File: src/pdt_pkg.sv
// Purpose: Shared constants and types of the programmable delay timer.
// Assumes: One 50 MHz system clock; the time base is derived from it.
// Notes: The low-pulse minimum is kept in ns next to its cycle count; the period is in cycles only.
package pdt_pkg;

   localparam int CLK_PERIOD_NS = 20;

   // The low pulse on the time-base node must last longer than this.
   localparam int TB_LOW_MIN_NS = 500;
   // Strictly longer than the minimum, so one cycle above the exact ratio.
   localparam int TB_LOW_CYCLES = TB_LOW_MIN_NS / CLK_PERIOD_NS + 1;

   // Default time-base period in clock cycles (one count per period).
   localparam int TB_PERIOD_CYCLES = 1000;

   localparam int COUNT_W = 8;
   localparam logic [COUNT_W-1:0] COUNT_RESET = 8'h00;
   localparam logic [COUNT_W-1:0] COUNT_ALL_ONES = 8'hff;
   localparam logic [COUNT_W-1:0] COUNT_STEP = 8'h01;

   // Bit positions of the synchronised pin inputs.
   localparam int SYN_CYCLE_START_INPUT = 0;
   localparam int SYN_RST = 1;
   localparam int SYN_NODE = 2;
   localparam int SYN_OSCEN = 3;
   localparam int SYN_W = 4;
   // Trigger and reset idle low; node idles high, oscillator enabled.
   localparam logic [SYN_W-1:0] SYN_RESET = 4'hc;

   typedef enum logic {PDT_IDLE, PDT_RUN} pdt_state_t;

endpackage

File: src/pdt_tb_if.sv
// Purpose: Link between the control logic and the time-base oscillator.
// Assumes: Both ends run on the same clock.
// Notes: pullLow is registered inside the oscillator.
interface pdt_tb_if;
   logic run;
   logic oscEnable;
   logic pullLow;

   modport osc (input run, input oscEnable, output pullLow);
   modport ctrl (output run, output oscEnable, input pullLow);
endinterface

File: src/pdt_sync.sv
// Purpose: Two-stage synchroniser with edge detection for pin inputs.
// Assumes: Inputs are asynchronous to clk.
// Notes: Edge pulses are one clock wide and combinational from flops.
module pdt_sync #(
   parameter int W = pdt_pkg::SYN_W,
   parameter logic [W-1:0] RESET_VAL = pdt_pkg::SYN_RESET
) (
   input wire logic clk,
   input wire logic rst_n,
   input wire logic [W-1:0] pinIn,
   output logic [W-1:0] level,
   output logic [W-1:0] rise,
   output logic [W-1:0] fall
);

   logic [W-1:0] meta_q, meta_d;
   logic [W-1:0] sync_q, sync_d;
   logic [W-1:0] prev_q, prev_d;

   // The first stage feeds only the second stage.
   always_comb
   begin
      meta_d = pinIn;
      sync_d = meta_q;
      prev_d = sync_q;
   end

   always_ff @(posedge clk or negedge rst_n)
   begin
      if (!rst_n)
      begin
         meta_q <= RESET_VAL;
         sync_q <= RESET_VAL;
         prev_q <= RESET_VAL;
      end
      else
      begin
         meta_q <= meta_d;
         sync_q <= sync_d;
         prev_q <= prev_d;
      end
   end

   assign level = sync_q;
   assign rise = sync_q & ~prev_q;
   assign fall = ~sync_q & prev_q;
endmodule

File: src/pdt_timebase.sv
// Purpose: Time-base oscillator that pulls the time-base node low once a
// period while a timing cycle runs.
// Assumes: PERIOD exceeds the low pulse width.
// Notes: The first low pulse comes one full period after the start.
module pdt_timebase #(
   parameter int PERIOD = pdt_pkg::TB_PERIOD_CYCLES
) (
   input wire logic clk,
   input wire logic rst_n,
   pdt_tb_if.osc tb
);

   // The phase runs up to PERIOD plus the pulse width minus one and then wraps to the
   // pulse width. The first fall then lands one whole period after the start,
   // and every later fall one period after the one before.
   localparam int PW = $clog2(PERIOD + pdt_pkg::TB_LOW_CYCLES);
   localparam logic [PW-1:0] LAST =
      PW'(PERIOD + pdt_pkg::TB_LOW_CYCLES - 1);
   localparam logic [PW-1:0] LOW_FROM = PW'(PERIOD);
   localparam logic [PW-1:0] WRAP_TO = PW'(pdt_pkg::TB_LOW_CYCLES);

   logic [PW-1:0] phase_q, phase_d;
   logic pullLow_q, pullLow_d;

   always_comb
   begin
      phase_d = '0;
      pullLow_d = 1'b0;
      // Stopped while idle, so the node is released high.
      if (tb.run && tb.oscEnable)
      begin
         phase_d = (phase_q == LAST) ? WRAP_TO : PW'(phase_q + 1'b1);
         pullLow_d = (phase_d >= LOW_FROM);
      end
   end

   always_ff @(posedge clk or negedge rst_n)
   begin
      if (!rst_n)
      begin
         phase_q <= '0;
         pullLow_q <= 1'b0;
      end
      else
      begin
         phase_q <= phase_d;
         pullLow_q <= pullLow_d;
      end
   end

   assign tb.pullLow = pullLow_q;

   // Helper: length of the current low pulse.
   logic [PW-1:0] lowLen_q;
   always_ff @(posedge clk or negedge rst_n)
   begin
      if (!rst_n)
         lowLen_q <= '0;
      else
         lowLen_q <= pullLow_q ? PW'(lowLen_q + 1'b1) : '0;
   end
endmodule

File: src/pdt_timer.sv
// Purpose: 8-bit programmable delay timer with open-collector weighted
// count outputs and an open-collector time-base node.
// Assumes: All pin inputs are asynchronous and pass two flip-flops.
// Notes: Open-collector pins drive low only; the bench resolves the wire.

// Overview of operation
// - After power-up, with no trigger or reset, count outputs are high.
// - Trigger rise starts oscillator and counter, drives outputs low.
// - While running, the counter counts one per time-base period.
// - Reset rising edge ends the cycle and returns to the reset state.
// - While running, further trigger edges are ignored.
// - Trigger and reset together: the trigger wins.
// - In reset state, oscillator stopped, counter disabled, outputs high.
// - With no feedback the counter runs freely until an external reset.
// - A lone output stays low for its binary weight in periods.
// - Time-base node high in reset, low pulse once a period when running.
// - Each time-base low pulse lasts longer than 500 ns.
// - Counter advances on each falling edge of the time-base node.
// - An external clock on the node is counted in place of the oscillator.
// - Counter stops while the node is held low from outside.
// - Outputs are open-collector and non-conducting in the reset state.
// - Joined outputs read low while any of them is low.
// - Cycle length is the sum of joined weights, 1 to 255 periods.
module pdt_timer #(
   parameter int TB_PERIOD = pdt_pkg::TB_PERIOD_CYCLES
) (
   input wire logic clk,
   input wire logic rst_n,
   input wire logic cycleStartIn,
   input wire logic resetIn,
   input wire logic timeBaseIn,
   output logic timeBaseOut,
   output logic timeBaseOe,
   input wire logic oscEnableIn,
   output logic [pdt_pkg::COUNT_W-1:0] weightedCountOut,
   output logic [pdt_pkg::COUNT_W-1:0] weightedCountOe,
   output logic cycleActive
);

   localparam int CW = pdt_pkg::COUNT_W;

   logic [pdt_pkg::SYN_W-1:0] pinLevel, pinRise, pinFall;
   logic trigRise, rstRise, nodeFall;

   pdt_tb_if tb ();

   pdt_sync #(
      .W(pdt_pkg::SYN_W),
      .RESET_VAL(pdt_pkg::SYN_RESET)
   ) u_sync (
      .clk(clk),
      .rst_n(rst_n),
      .pinIn({oscEnableIn, timeBaseIn, resetIn, cycleStartIn}),
      .level(pinLevel),
      .rise(pinRise),
      .fall(pinFall)
   );

   assign trigRise = pinRise[pdt_pkg::SYN_CYCLE_START_INPUT];
   // Reset may come straight from the joined outputs for monostable use.
   assign rstRise = pinRise[pdt_pkg::SYN_RST];
   // The node is read back, so an outside clock or clamp acts on it too.
   assign nodeFall = pinFall[pdt_pkg::SYN_NODE];

   pdt_timebase #(
      .PERIOD(TB_PERIOD)
   ) u_timebase (
      .clk(clk),
      .rst_n(rst_n),
      .tb(tb.osc)
   );

   pdt_pkg::pdt_state_t state_q, state_d;
   logic [CW-1:0] count_q, count_d;
   logic [CW-1:0] countOe_q, countOe_d;

   always_comb
   begin
      state_d = state_q;
      count_d = count_q;
      case (state_q)
         pdt_pkg::PDT_IDLE:
         begin
            // Reset alone in idle changes nothing.
            if (trigRise)
            begin
               state_d = pdt_pkg::PDT_RUN;
               count_d = pdt_pkg::COUNT_RESET;
            end
         end
         pdt_pkg::PDT_RUN:
         begin
            if (trigRise && rstRise)
            begin
               // Trigger wins: the cycle restarts from zero.
               count_d = pdt_pkg::COUNT_RESET;
            end
            else if (rstRise)
            begin
               state_d = pdt_pkg::PDT_IDLE;
               count_d = pdt_pkg::COUNT_RESET;
            end
            else if (nodeFall)
            begin
               // Wraps after 255 so a free-running cycle keeps going.
               count_d = CW'(count_q + pdt_pkg::COUNT_STEP);
            end
            // A lone trigger edge while running falls through unheeded.
         end
         default:
         begin
            state_d = pdt_pkg::PDT_IDLE;
            count_d = pdt_pkg::COUNT_RESET;
         end
      endcase
      // A bit conducts while it is zero, so output weight 2^i stays low for
      // 2^i periods; joined outputs form the programmed count.
      if (state_d == pdt_pkg::PDT_RUN)
         countOe_d = ~count_d;
      else
         countOe_d = '0;
   end

   always_ff @(posedge clk or negedge rst_n)
   begin
      if (!rst_n)
      begin
         state_q <= pdt_pkg::PDT_IDLE;
         count_q <= pdt_pkg::COUNT_RESET;
         countOe_q <= '0;
      end
      else
      begin
         state_q <= state_d;
         count_q <= count_d;
         countOe_q <= countOe_d;
      end
   end

   assign tb.run = (state_q == pdt_pkg::PDT_RUN);
   assign tb.oscEnable = pinLevel[pdt_pkg::SYN_OSCEN];

   // Both pins only ever sink, the pull-up gives the high level, so the
   // wired bus is low while any joined output conducts.
   assign weightedCountOut = '0;
   assign weightedCountOe = countOe_q;
   assign timeBaseOut = 1'b0;
   assign timeBaseOe = tb.pullLow;
   assign cycleActive = tb.run;
endmodule

File: config.mk
export PLATFORM = sky130hd
export DESIGN_NAME = pdt_timer
export DESIGN_NICKNAME = d
export VERILOG_FILES = /design/src/pdt_pkg.sv /design/src/pdt_tb_if.sv /design/src/pdt_sync.sv /design/src/pdt_timebase.sv /design/src/pdt_timer.sv
export SDC_FILE = /design/constraint.sdc
export NUM_CORES = 1
export LEC_CHECK = 0
export ABC_AREA = 0
export BUFFER_PORTS_ARGS = -buffer_cell sky130_fd_sc_hd__buf_2
export CAP_MARGIN = 5
export CORE_MARGIN = 3
export CORE_UTILIZATION = 60
export CTS_BUF_LIST = sky130_fd_sc_hd__clkbuf_8
export DETAILED_ROUTE_END_ITERATION = 10
export PLACE_DENSITY = 0.81
export REMOVE_ABC_BUFFERS = 1
export SYNTH_ARGS = -nofsm -noshare
export SYNTH_HDL_FRONTEND = slang
export SYNTH_HIERARCHICAL = 1
export SYNTH_SLANG_ARGS = --single-unit
File: constraint.sdc
create_clock -name clk -period 3.05 [get_ports clk]
set_clock_uncertainty 0.05 [all_clocks]
set_input_delay 0.4575 -clock clk [delete_from_list [all_inputs] [get_ports clk]]
set_output_delay 0.4575 -clock clk [all_outputs]
set_load 0.005 [all_outputs]
==> flow_metrics.tcl, run 1 <==
set metrics [dict create \
    clockRootBuffer "clkbuf_8" \
    max_freq_ghz 0.4993 \
    place_worst_setup_slack_ns 1.067 \
    cts_tree "done" \
    swShare 0.2237 \
    r2r_start "u_timebase/phase_q[1]$_DFF_PN0_" \
    clkLatencyLatePin_ns 0.29 \
    regToRegSetupSlack_ns 1.05 \
    grt.total_usage 0.2195 \
    setup_ws_ns 1.047 \
    drtPass1Iterations 4 \
    core-area_sq_um 2877 \
    finalNetCount 199 \
    die_area_sq_um 3851 \
    finalWorstPathRequiredPeriod_ns 2.003 \
    hp-class "in -> async" \
    area_delta_synth_final_pct 9.157 \
    drc 0 \
    die-height_um 62.06 \
    cts_buffers 5 \
    fin_crit_sh 0.6566 \
    cp-start-kind "register" \
    p_sw_w 0.0002582 \
    vias 1340 \
    grt_pass1_wl_um 5982 \
    grt.overflow.total 0 \
    first_global_vias 1275 \
    critPathKind "reg -> reg" \
    antenna_found_initial 0 \
    drt_iter0_markers 72 \
    p_int_w 0.0008961 \
    crit_fanout 9 \
    gp_routability_congestion 0.9162 \
    worstPathRequired_ns 3.21 \
    cts_resized 0 \
    seq_power_share 0.509 \
    hold_buffers 0 \
    rows 19 \
    outcome "finished clean" \
    cpPeakStageDelay_ns 0.46 \
    combPwrFrac 0.091 \
    start_util 0.6555 \
    post-dp-hpwl_um 2345 \
    htree_levels 2 \
    rsz0062_at_grt "false" \
    worstMarginPinSlew_ns 0.8207 \
    synth_area_sq_um 1886 \
    antennaDiodeCount 0 \
    grt_max_degree 41 \
    path_clk_slew_ns 0.07 \
    maxSlewHeadroom 0.4528 \
    cts_setup_buffers 0 \
    routed_via_density 5.751 \
    cp-end-kind "register" \
    clkSinkCount 40 \
    clkPwrFrac 0.400 \
    wl_per_cell_um 14.61 \
    ant_nets 0 \
    finalPower_w 0.001154 \
    cp.arrival_ns 2.16 \
    maxCapViolCount 0 \
    drv_slew 0 \
    hold_viol 0 \
    rr_worst_depth 7 \
    drive_above_1_share 0.2042 \
    finalSetupViolations 0 \
    fin_tns_setup_ns 0 \
    dieWidth_um 62.06 \
    synthCells 176 \
    p_per_area_nw_per_um2 560.8 \
    wl_um 3403 \
    portBuffers 15 \
    pin_count 25 \
    cp_slowest_cell "dfrtp_1" \
    peakVddDrop_uv 466.7 \
    yosysWarnings 6 \
    avgSynthCellArea_sq_um 10.71 \
    path_cells "inv_1 > ha_1 > nor4bb_1 > nand4_1 > nand3_1 > or3_1 > o22ai_1" \
    r2r-end "u_timebase/tb.pullLow$_DFF_PN0_" \
    cts_max_path_buffers 2 \
    p_leak_nw 0.9323 \
]
## how the worst max path moves through the flow
stage | slack (ns) | endpoint | cells past startpoint | start
floorplan | 1.32 | u_timebase/tb.pullLow$_DFF_PN0_ | 6 | u_timebase/phase_q[0]$_DFF_PN0_
global placement | 1.21 | u_timebase/tb.pullLow$_DFF_PN0_ | 6 | u_timebase/phase_q[0]$_DFF_PN0_
detailed placement | 1.07 | u_timebase/tb.pullLow$_DFF_PN0_ | 7 | u_timebase/phase_q[1]$_DFF_PN0_
CTS | 1.05 | u_timebase/tb.pullLow$_DFF_PN0_ | 7 | u_timebase/phase_q[1]$_DFF_PN0_
global route | 0.92 | u_timebase/tb.pullLow$_DFF_PN0_ | 7 | u_timebase/phase_q[1]$_DFF_PN0_
finish | 1.05 | u_timebase/tb.pullLow$_DFF_PN0_ | 7 | u_timebase/phase_q[1]$_DFF_PN0_
## critical path: cells and delay by family (launching register included)
kind	cells	cell delay, ns
AND/OR/NAND/NOR	4	1.03
buffers and inverters	1	0.07
adder cells (fa/ha/maj)	1	0.18
AO/OA/AOI/OAI	1	0.13
flip-flops	1	0.46
## placed cells by master, fill, tap and decap left out, types with 2 or more instances in the layout
master	instances
a21oi_1	9
a22o_1	2
a31oi_1	2
and2b_2	4
and3_1	3
buf_2	15
clkbuf_8	7
conb_1	9
dfrtp_1	35
dfstp_2	5
ha_1	3
inv_1	5
nand2_1	13
nand3_1	4
nand4_1	7
nand4_2	2
nand4b_1	2
nor2_1	14
nor3_1	2
o21ai_0	7
o22ai_1	4
xnor2_1	6
xor2_1	7
## flip-flops by register name, indices dropped and copies added, names as in the netlist
register	flops
u_timebase/tb.pullLow	1
u_timebase/phase_q	11
u_sync/prev_q	3
count_q	8
cycleActive	1
weightedCountOe	8
u_sync/level	4
u_sync/meta_q	4
## power groups by stage
| stage | clock network (W) | logic (W) | registers, W |
|---|---|---|---|
| floorplan | 0 | 0.0000568 | 0.000596 |
| global placement | 0 | 0.000100 | 0.000595 |
| detailed placement | 0 | 0.000104 | 0.000598 |
| CTS | 0.000476 | 0.000105 | 0.000588 |
| global route | 0.000498 | 0.000120 | 0.000593 |
| finish | 0.000462 | 0.000105 | 0.000588 |
## layout make-up
type / instances / area, sq um
Sequential cell: 40 / 1007
Fill cell: 212 / 818.3
Multi-Input combinational cell: 123 / 778.2
Clock buffer: 7 / 96.34
Timing Repair Buffer: 15 / 75.07
Tap cell: 42 / 52.55
Clock inverter: 1 / 30.03
Inverter: 5 / 18.77
## metal layers
metal  GRT usage  part of all wire
met5           0                 0
met4     0.08182             0.022
met3     0.08264             0.064
met2      0.3269              0.46
met1      0.2920              0.45
## stage by stage
stage	cells	hold slack (ns)	util	instance area (sq um)
floorplan	168	0.1119	-	1804
global placement	225	0.2929	0.6716	1932
detailed placement	225	0.2863	0.6716	1932
CTS	233	0.1988	0.7155	2058
global route	233	0.1915	0.7155	2058
finish	233	0.2041	0.7155	2058
(Power assumes the default switching activity.)
==> inputs of run 2 (changes only) <==
--- a/config.mk
+++ b/config.mk
@@ -9,10 +9,10 @@
 export BUFFER_PORTS_ARGS = -buffer_cell sky130_fd_sc_hd__buf_2
 export CAP_MARGIN = 5
 export CORE_MARGIN = 3
-export CORE_UTILIZATION = 60
+export CORE_UTILIZATION = 54
 export CTS_BUF_LIST = sky130_fd_sc_hd__clkbuf_8
 export DETAILED_ROUTE_END_ITERATION = 10
-export PLACE_DENSITY = 0.81
+export PLACE_DENSITY = 0.77
 export REMOVE_ABC_BUFFERS = 1
 export SYNTH_ARGS = -nofsm -noshare
 export SYNTH_HDL_FRONTEND = slang
==> constraint.sdc (replaced) <==
create_clock -name clk -period 1.6 [get_ports clk]
set_clock_uncertainty 0.05 [all_clocks]
set_input_delay 0.24 -clock clk [delete_from_list [all_inputs] [get_ports clk]]
set_output_delay 0.24 -clock clk [all_outputs]
set_load 0.005 [all_outputs]
==> flow_metrics.tcl, run 2 (synthesized netlist as in run 1, its figures left out) <==
set metrics [dict create \
    hold_viol 0 \
    final_common_cell "dfrtp_1" \
    routed_via_density 5.593 \
    dieWidth_um 65.09 \
    vias 1443 \
    drive_above_1_share 0.2944 \
    p_leak_nw 1.029 \
    grt_max_degree 41 \
    core-area_sq_um 3178 \
    wl_per_cell_um 15.10 \
    drtPass1Iterations 4 \
    ant_nets 0 \
    dp_cells 242 \
    rsz0062_at_grt "true" \
    cp.arrival_ns 1.72 \
    portBuffers 15 \
    first_global_vias 1353 \
    whs_ns 0.3017 \
    critPathKind "reg -> reg" \
    finalSetupViolations 0 \
    path_clk_slew_ns 0.07 \
    outcome "finished clean" \
    clockRootBuffer "clkbuf_8" \
    cp-start-kind "register" \
    drc 0 \
    finalNetCount 222 \
    antennaDiodeCount 0 \
    wl_um 3897 \
    clkLatencyLatePin_ns 0.30 \
    top_register "u_timebase/phase_q" \
    grt.total_usage 0.1930 \
    grt_pass1_wl_um 6147 \
    gp_routability_congestion 0.9024 \
    peakVddDrop_uv 602.1 \
    cts_buffers 5 \
    worstPathRequired_ns 1.72 \
    place_worst_setup_slack_ns -0.01104 \
    final_cell_mix "34 x dfrtp_1, 17 x buf_4, 15 x buf_2" \
    crit_fanout 8 \
    fin_crit_sh 0.9985 \
    antenna_found_initial 0 \
    setup_ws_ns 0.002454 \
    maxCapViolCount 0 \
    area_delta_synth_final_pct 19.44 \
    clkSinkCount 40 \
    drv_slew 0 \
    hp-class "reg -> reg" \
    largest_register_ffs 11 \
    die-height_um 65.09 \
    rows 20 \
    post-dp-hpwl_um 2582 \
    finalPower_w 0.002043 \
    max_freq_ghz 0.6260 \
    p_per_area_nw_per_um2 907.3 \
    grt.overflow.total 0 \
    start_util 0.5933 \
    cts_tree "done" \
    finalWorstPathRequiredPeriod_ns 1.598 \
    htree_levels 2 \
    drt_iter0_markers 118 \
    pin_count 25 \
    cp-end-kind "register" \
    cts_max_path_buffers 2 \
    die_area_sq_um 4237 \
    fin_util 0.7087 \
    fin_cells 258 \
]
==> run 2: worst paths after layout <==
path / from / to / slack [ns] / cells past startpoint
min in group asynchronous: rst_n / weightedCountOe[0]$_DFF_PN0_ / 0.48 / 3
worst min-delay path: u_sync/meta_q[1]$_DFF_PN0_ / u_sync/level[1]$_DFF_PN0_ / 0.30 / 0
worst max register to register: u_timebase/phase_q[1]$_DFF_PN0_ / u_timebase/tb.pullLow$_DFF_PN0_ / 0.002 / 7
worst max-delay path: u_timebase/phase_q[1]$_DFF_PN0_ / u_timebase/tb.pullLow$_DFF_PN0_ / 0.002 / 7
max in group asynchronous: rst_n / u_timebase/phase_q[1]$_DFF_PN0_ / 0.65 / 3
worst min register to register: u_sync/meta_q[1]$_DFF_PN0_ / u_sync/level[1]$_DFF_PN0_ / 0.30 / 0
==> run 2: timing repair <==
| item | in CTS | in global routing |
|---|---|---|
| setup buffers | 0 | 3 |
| pin swaps | 0 | 6 |
| hold buffers | 5 | 0 |
| setup endpoints to repair | 1 | 11 |
| hold endpoints to repair | 39 | 0 |
| resized for setup | 3 | 10 |
==> run 2: critical path: stages (launching register included) <==
cell	delay, ns
dfrtp_2	0.45
inv_1	0.09
ha_1	0.13
nor4bb_2	0.22
nand4_1	0.17
nand3_1	0.11
buf_4	0.16
o22ai_1	0.09
==> run 2: cell type report <==
type | instances | area, sq um
fill | 234 | 925.9
multi-input combinational | 123 | 815.8
clock buffer | 6 | 82.58
inverter | 5 | 18.77
sequential | 40 | 1008
timing repair buffer | 38 | 264.0
tap | 44 | 55.05
clock inverter | 2 | 7.507
==> run 2: stage by stage <==
step	cell area, sq um	TNS, ns
2_1_floorplan	1804	-0.1334
3_3_place_gp	2047	0
3_5_place_dp	2047	-0.01104
4_1_cts	2196	0
5_1_grt	2252	-0.1513
6_report	2252	0
==> run 2: per-layer routing <==
| metal | part of all wire | wire [um] | vias to the layer above | GRT usage |
|---|---|---|---|---|
| met5 | 0 | 0 | - | 0 |
| met4 | 0.025 | 97 | 0 | 0.09326 |
| met1 | 0.42 | 1641 | 686 | 0.2548 |
| met2 | 0.47 | 1843 | 69 | 0.2912 |
| li1 | - | - | 676 | - |
| met3 | 0.081 | 314 | 12 | 0.05812 |
==> run 2: where the power goes <==
part,switching (W),internal (W)
registers,0.0000390,0.00108
clock network,0.000326,0.000338
logic,0.000139,0.000123
==> inputs of run 3 (changes only) <==
--- a/config.mk
+++ b/config.mk
@@ -14,6 +14,7 @@
 export DETAILED_ROUTE_END_ITERATION = 10
 export PLACE_DENSITY = 0.77
 export REMOVE_ABC_BUFFERS = 1
+export SETUP_SLACK_MARGIN = 0.02
 export SYNTH_ARGS = -nofsm -noshare
 export SYNTH_HDL_FRONTEND = slang
 export SYNTH_HIERARCHICAL = 1
==> flow_metrics.tcl, run 3 (synthesized netlist as in run 1, its figures left out) <==
set metrics [dict create \
    crit_fanout 4 \
    drt_iter0_markers 119 \
    min-delay-start "u_sync/meta_q[1]$_DFF_PN0_" \
    cp.arrival_ns 1.86 \
    grt.total_usage 0.1948 \
    setup_ws_ns -0.09910 \
    r2r_start "u_timebase/phase_q[1]$_DFF_PN0_" \
    antenna_found_initial 0 \
    antennaDiodeCount 0 \
    portBuffers 15 \
    maxCapViolCount 0 \
    p_per_area_nw_per_um2 892.3 \
    peakVddDrop_uv 601.2 \
    regToRegSetupSlack_ns -0.1 \
    core-area_sq_um 3178 \
    clockRootBuffer "clkbuf_8" \
    top_register "u_timebase/phase_q" \
    rsz0062_at_grt "true" \
    path_clk_slew_ns 0.07 \
    wl_per_cell_um 15.40 \
    fin_crit_sh 1.062 \
    first_global_vias 1366 \
    post-dp-hpwl_um 2582 \
    grt_pass1_wl_um 6189 \
    final_cell_mix "35 x dfrtp_1, 18 x buf_4, 15 x buf_2" \
    finalWorstPathRequiredPeriod_ns 1.699 \
    hold_path_depth 0 \
    pin_count 25 \
    cp_slowest_cell "dfrtp_1" \
    die-height_um 65.09 \
    drtPass1Iterations 5 \
    cts_tree "done" \
    die_area_sq_um 4237 \
    worstHoldEndpoint "u_sync/level[1]$_DFF_PN0_" \
    violations "negative setup slack" \
    path_cells "buf_6 > inv_2 > ha_2 > nor4bb_2 > nand4_1 > nand3_1 > or3_1 > o22ai_1" \
    wl_um 4019 \
    critPathKind "reg -> reg" \
    largest_register_ffs 11 \
    crit_family "simple AND/OR/NAND/NOR gates" \
    cp-end-kind "register" \
    htree_levels 2 \
    place_worst_setup_slack_ns -0.01104 \
    startpoint "u_timebase/phase_q[1]$_DFF_PN0_" \
    dieWidth_um 65.09 \
    rr_worst_depth 8 \
    r2r-end "u_timebase/tb.pullLow$_DFF_PN0_" \
    drc 0 \
    outcome "finished, violations left" \
    path_buf_inv 2 \
    finalNetCount 225 \
    finalPower_w 0.002059 \
    grt.overflow.total 0 \
    routed_via_density 5.632 \
    ant_nets 0 \
    fin_util 0.7260 \
    hold_viol 0 \
    area_delta_synth_final_pct 22.36 \
    max_freq_ghz 0.5885 \
    drive_above_1_share 0.3226 \
    start_util 0.5933 \
    hp-class "reg -> reg" \
    clkSinkCount 40 \
    cts_max_path_buffers 2 \
    cpPeakStageDelay_ns 0.38 \
    grt_max_degree 41 \
    gp_routability_congestion 0.9024 \
    drv_slew 0 \
    cp-start-kind "register" \
    rows 20 \
    nFillCells 225 \
    clkLatencyLatePin_ns 0.30 \
    final_common_cell "dfrtp_1" \
    fin_tns_setup_ns -0.1651 \
    worstPathRequired_ns 1.76 \
    vias 1470 \
    p_leak_nw 1.054 \
    finalSetupViolations 8 \
    cts_buffers 5 \
]
run 3: cell count changes in the layout (fill, tap and decap cells not counted), sizes merged:
| cell | change |
|---|---|
| buf | +3 |
run 3: timing repair:
item                                   4_1_cts  5_1_grt
setup endpoints to repair                    2       12
hold buffers                                 5        0
endpoints found under the hold margin       39        0
pin swaps                                    1        6
buffers inserted                             0        6
gates resized for setup                      6       14
run 3: layout make-up:
cell class / instances / area (sq um) / share of cell area
Sequential cell: 40 / 1007 / 0.4366
Multi-Input combinational cell: 123 / 842.1 / 0.3650
Clock inverter: 2 / 7.507 / 0.003254
Timing Repair Buffer: 41 / 294.0 / 0.1274
Tap cell: 44 / 55.05 / 0.02386
Inverter: 5 / 18.77 / 0.008135
Clock buffer: 6 / 82.58 / 0.03579
run 3: how the worst max path moves through the flow:
| stage | slack, ns | cells past startpoint | end |
|---|---|---|---|
| after detailed placement | -0.01 | 5 | u_timebase/tb.pullLow$_DFF_PN0_ |
| after floorplan | -0.13 | 6 | u_timebase/tb.pullLow$_DFF_PN0_ |
| after global placement | 0.05 | 4 | weightedCountOe[7]$_DFF_PN0_ |
| after global routing | -0.14 | 6 | u_timebase/tb.pullLow$_DFF_PN0_ |
| final | -0.1 | 8 | u_timebase/tb.pullLow$_DFF_PN0_ |
| after CTS | 0.01 | 6 | u_timebase/tb.pullLow$_DFF_PN0_ |
run 3: layer usage:
metal / track usage / wire [um] / part of all wire / vias up
li1: - / - / - / 687
met1: 0.2537 / 1724 / 0.43 / 715
met2: 0.2976 / 1953 / 0.49 / 53
met3: 0.05812 / 234 / 0.058 / 15
met4: 0.09585 / 107 / 0.027 / 0
met5: 0 / 0 / 0 / -
run 3: stage by stage:
| stage | cells | instance area (sq um) | hold WS, ns |
|---|---|---|---|
| final | 261 | 2307 | 0.3004 |
| after global routing | 261 | 2307 | 0.3084 |
| after CTS | 255 | 2202 | 0.3058 |
| after floorplan | 168 | 1804 | -0.1056 |
| after global placement | 242 | 2047 | 0.2599 |
| after detailed placement | 242 | 2047 | 0.2730 |
run 3: power by group:
group / switching [W] / internal, W
sequential: 0.0000374 / 0.00108
combinational: 0.000145 / 0.000131
clock: 0.000329 / 0.000338
total: 0.000512 / 0.00155
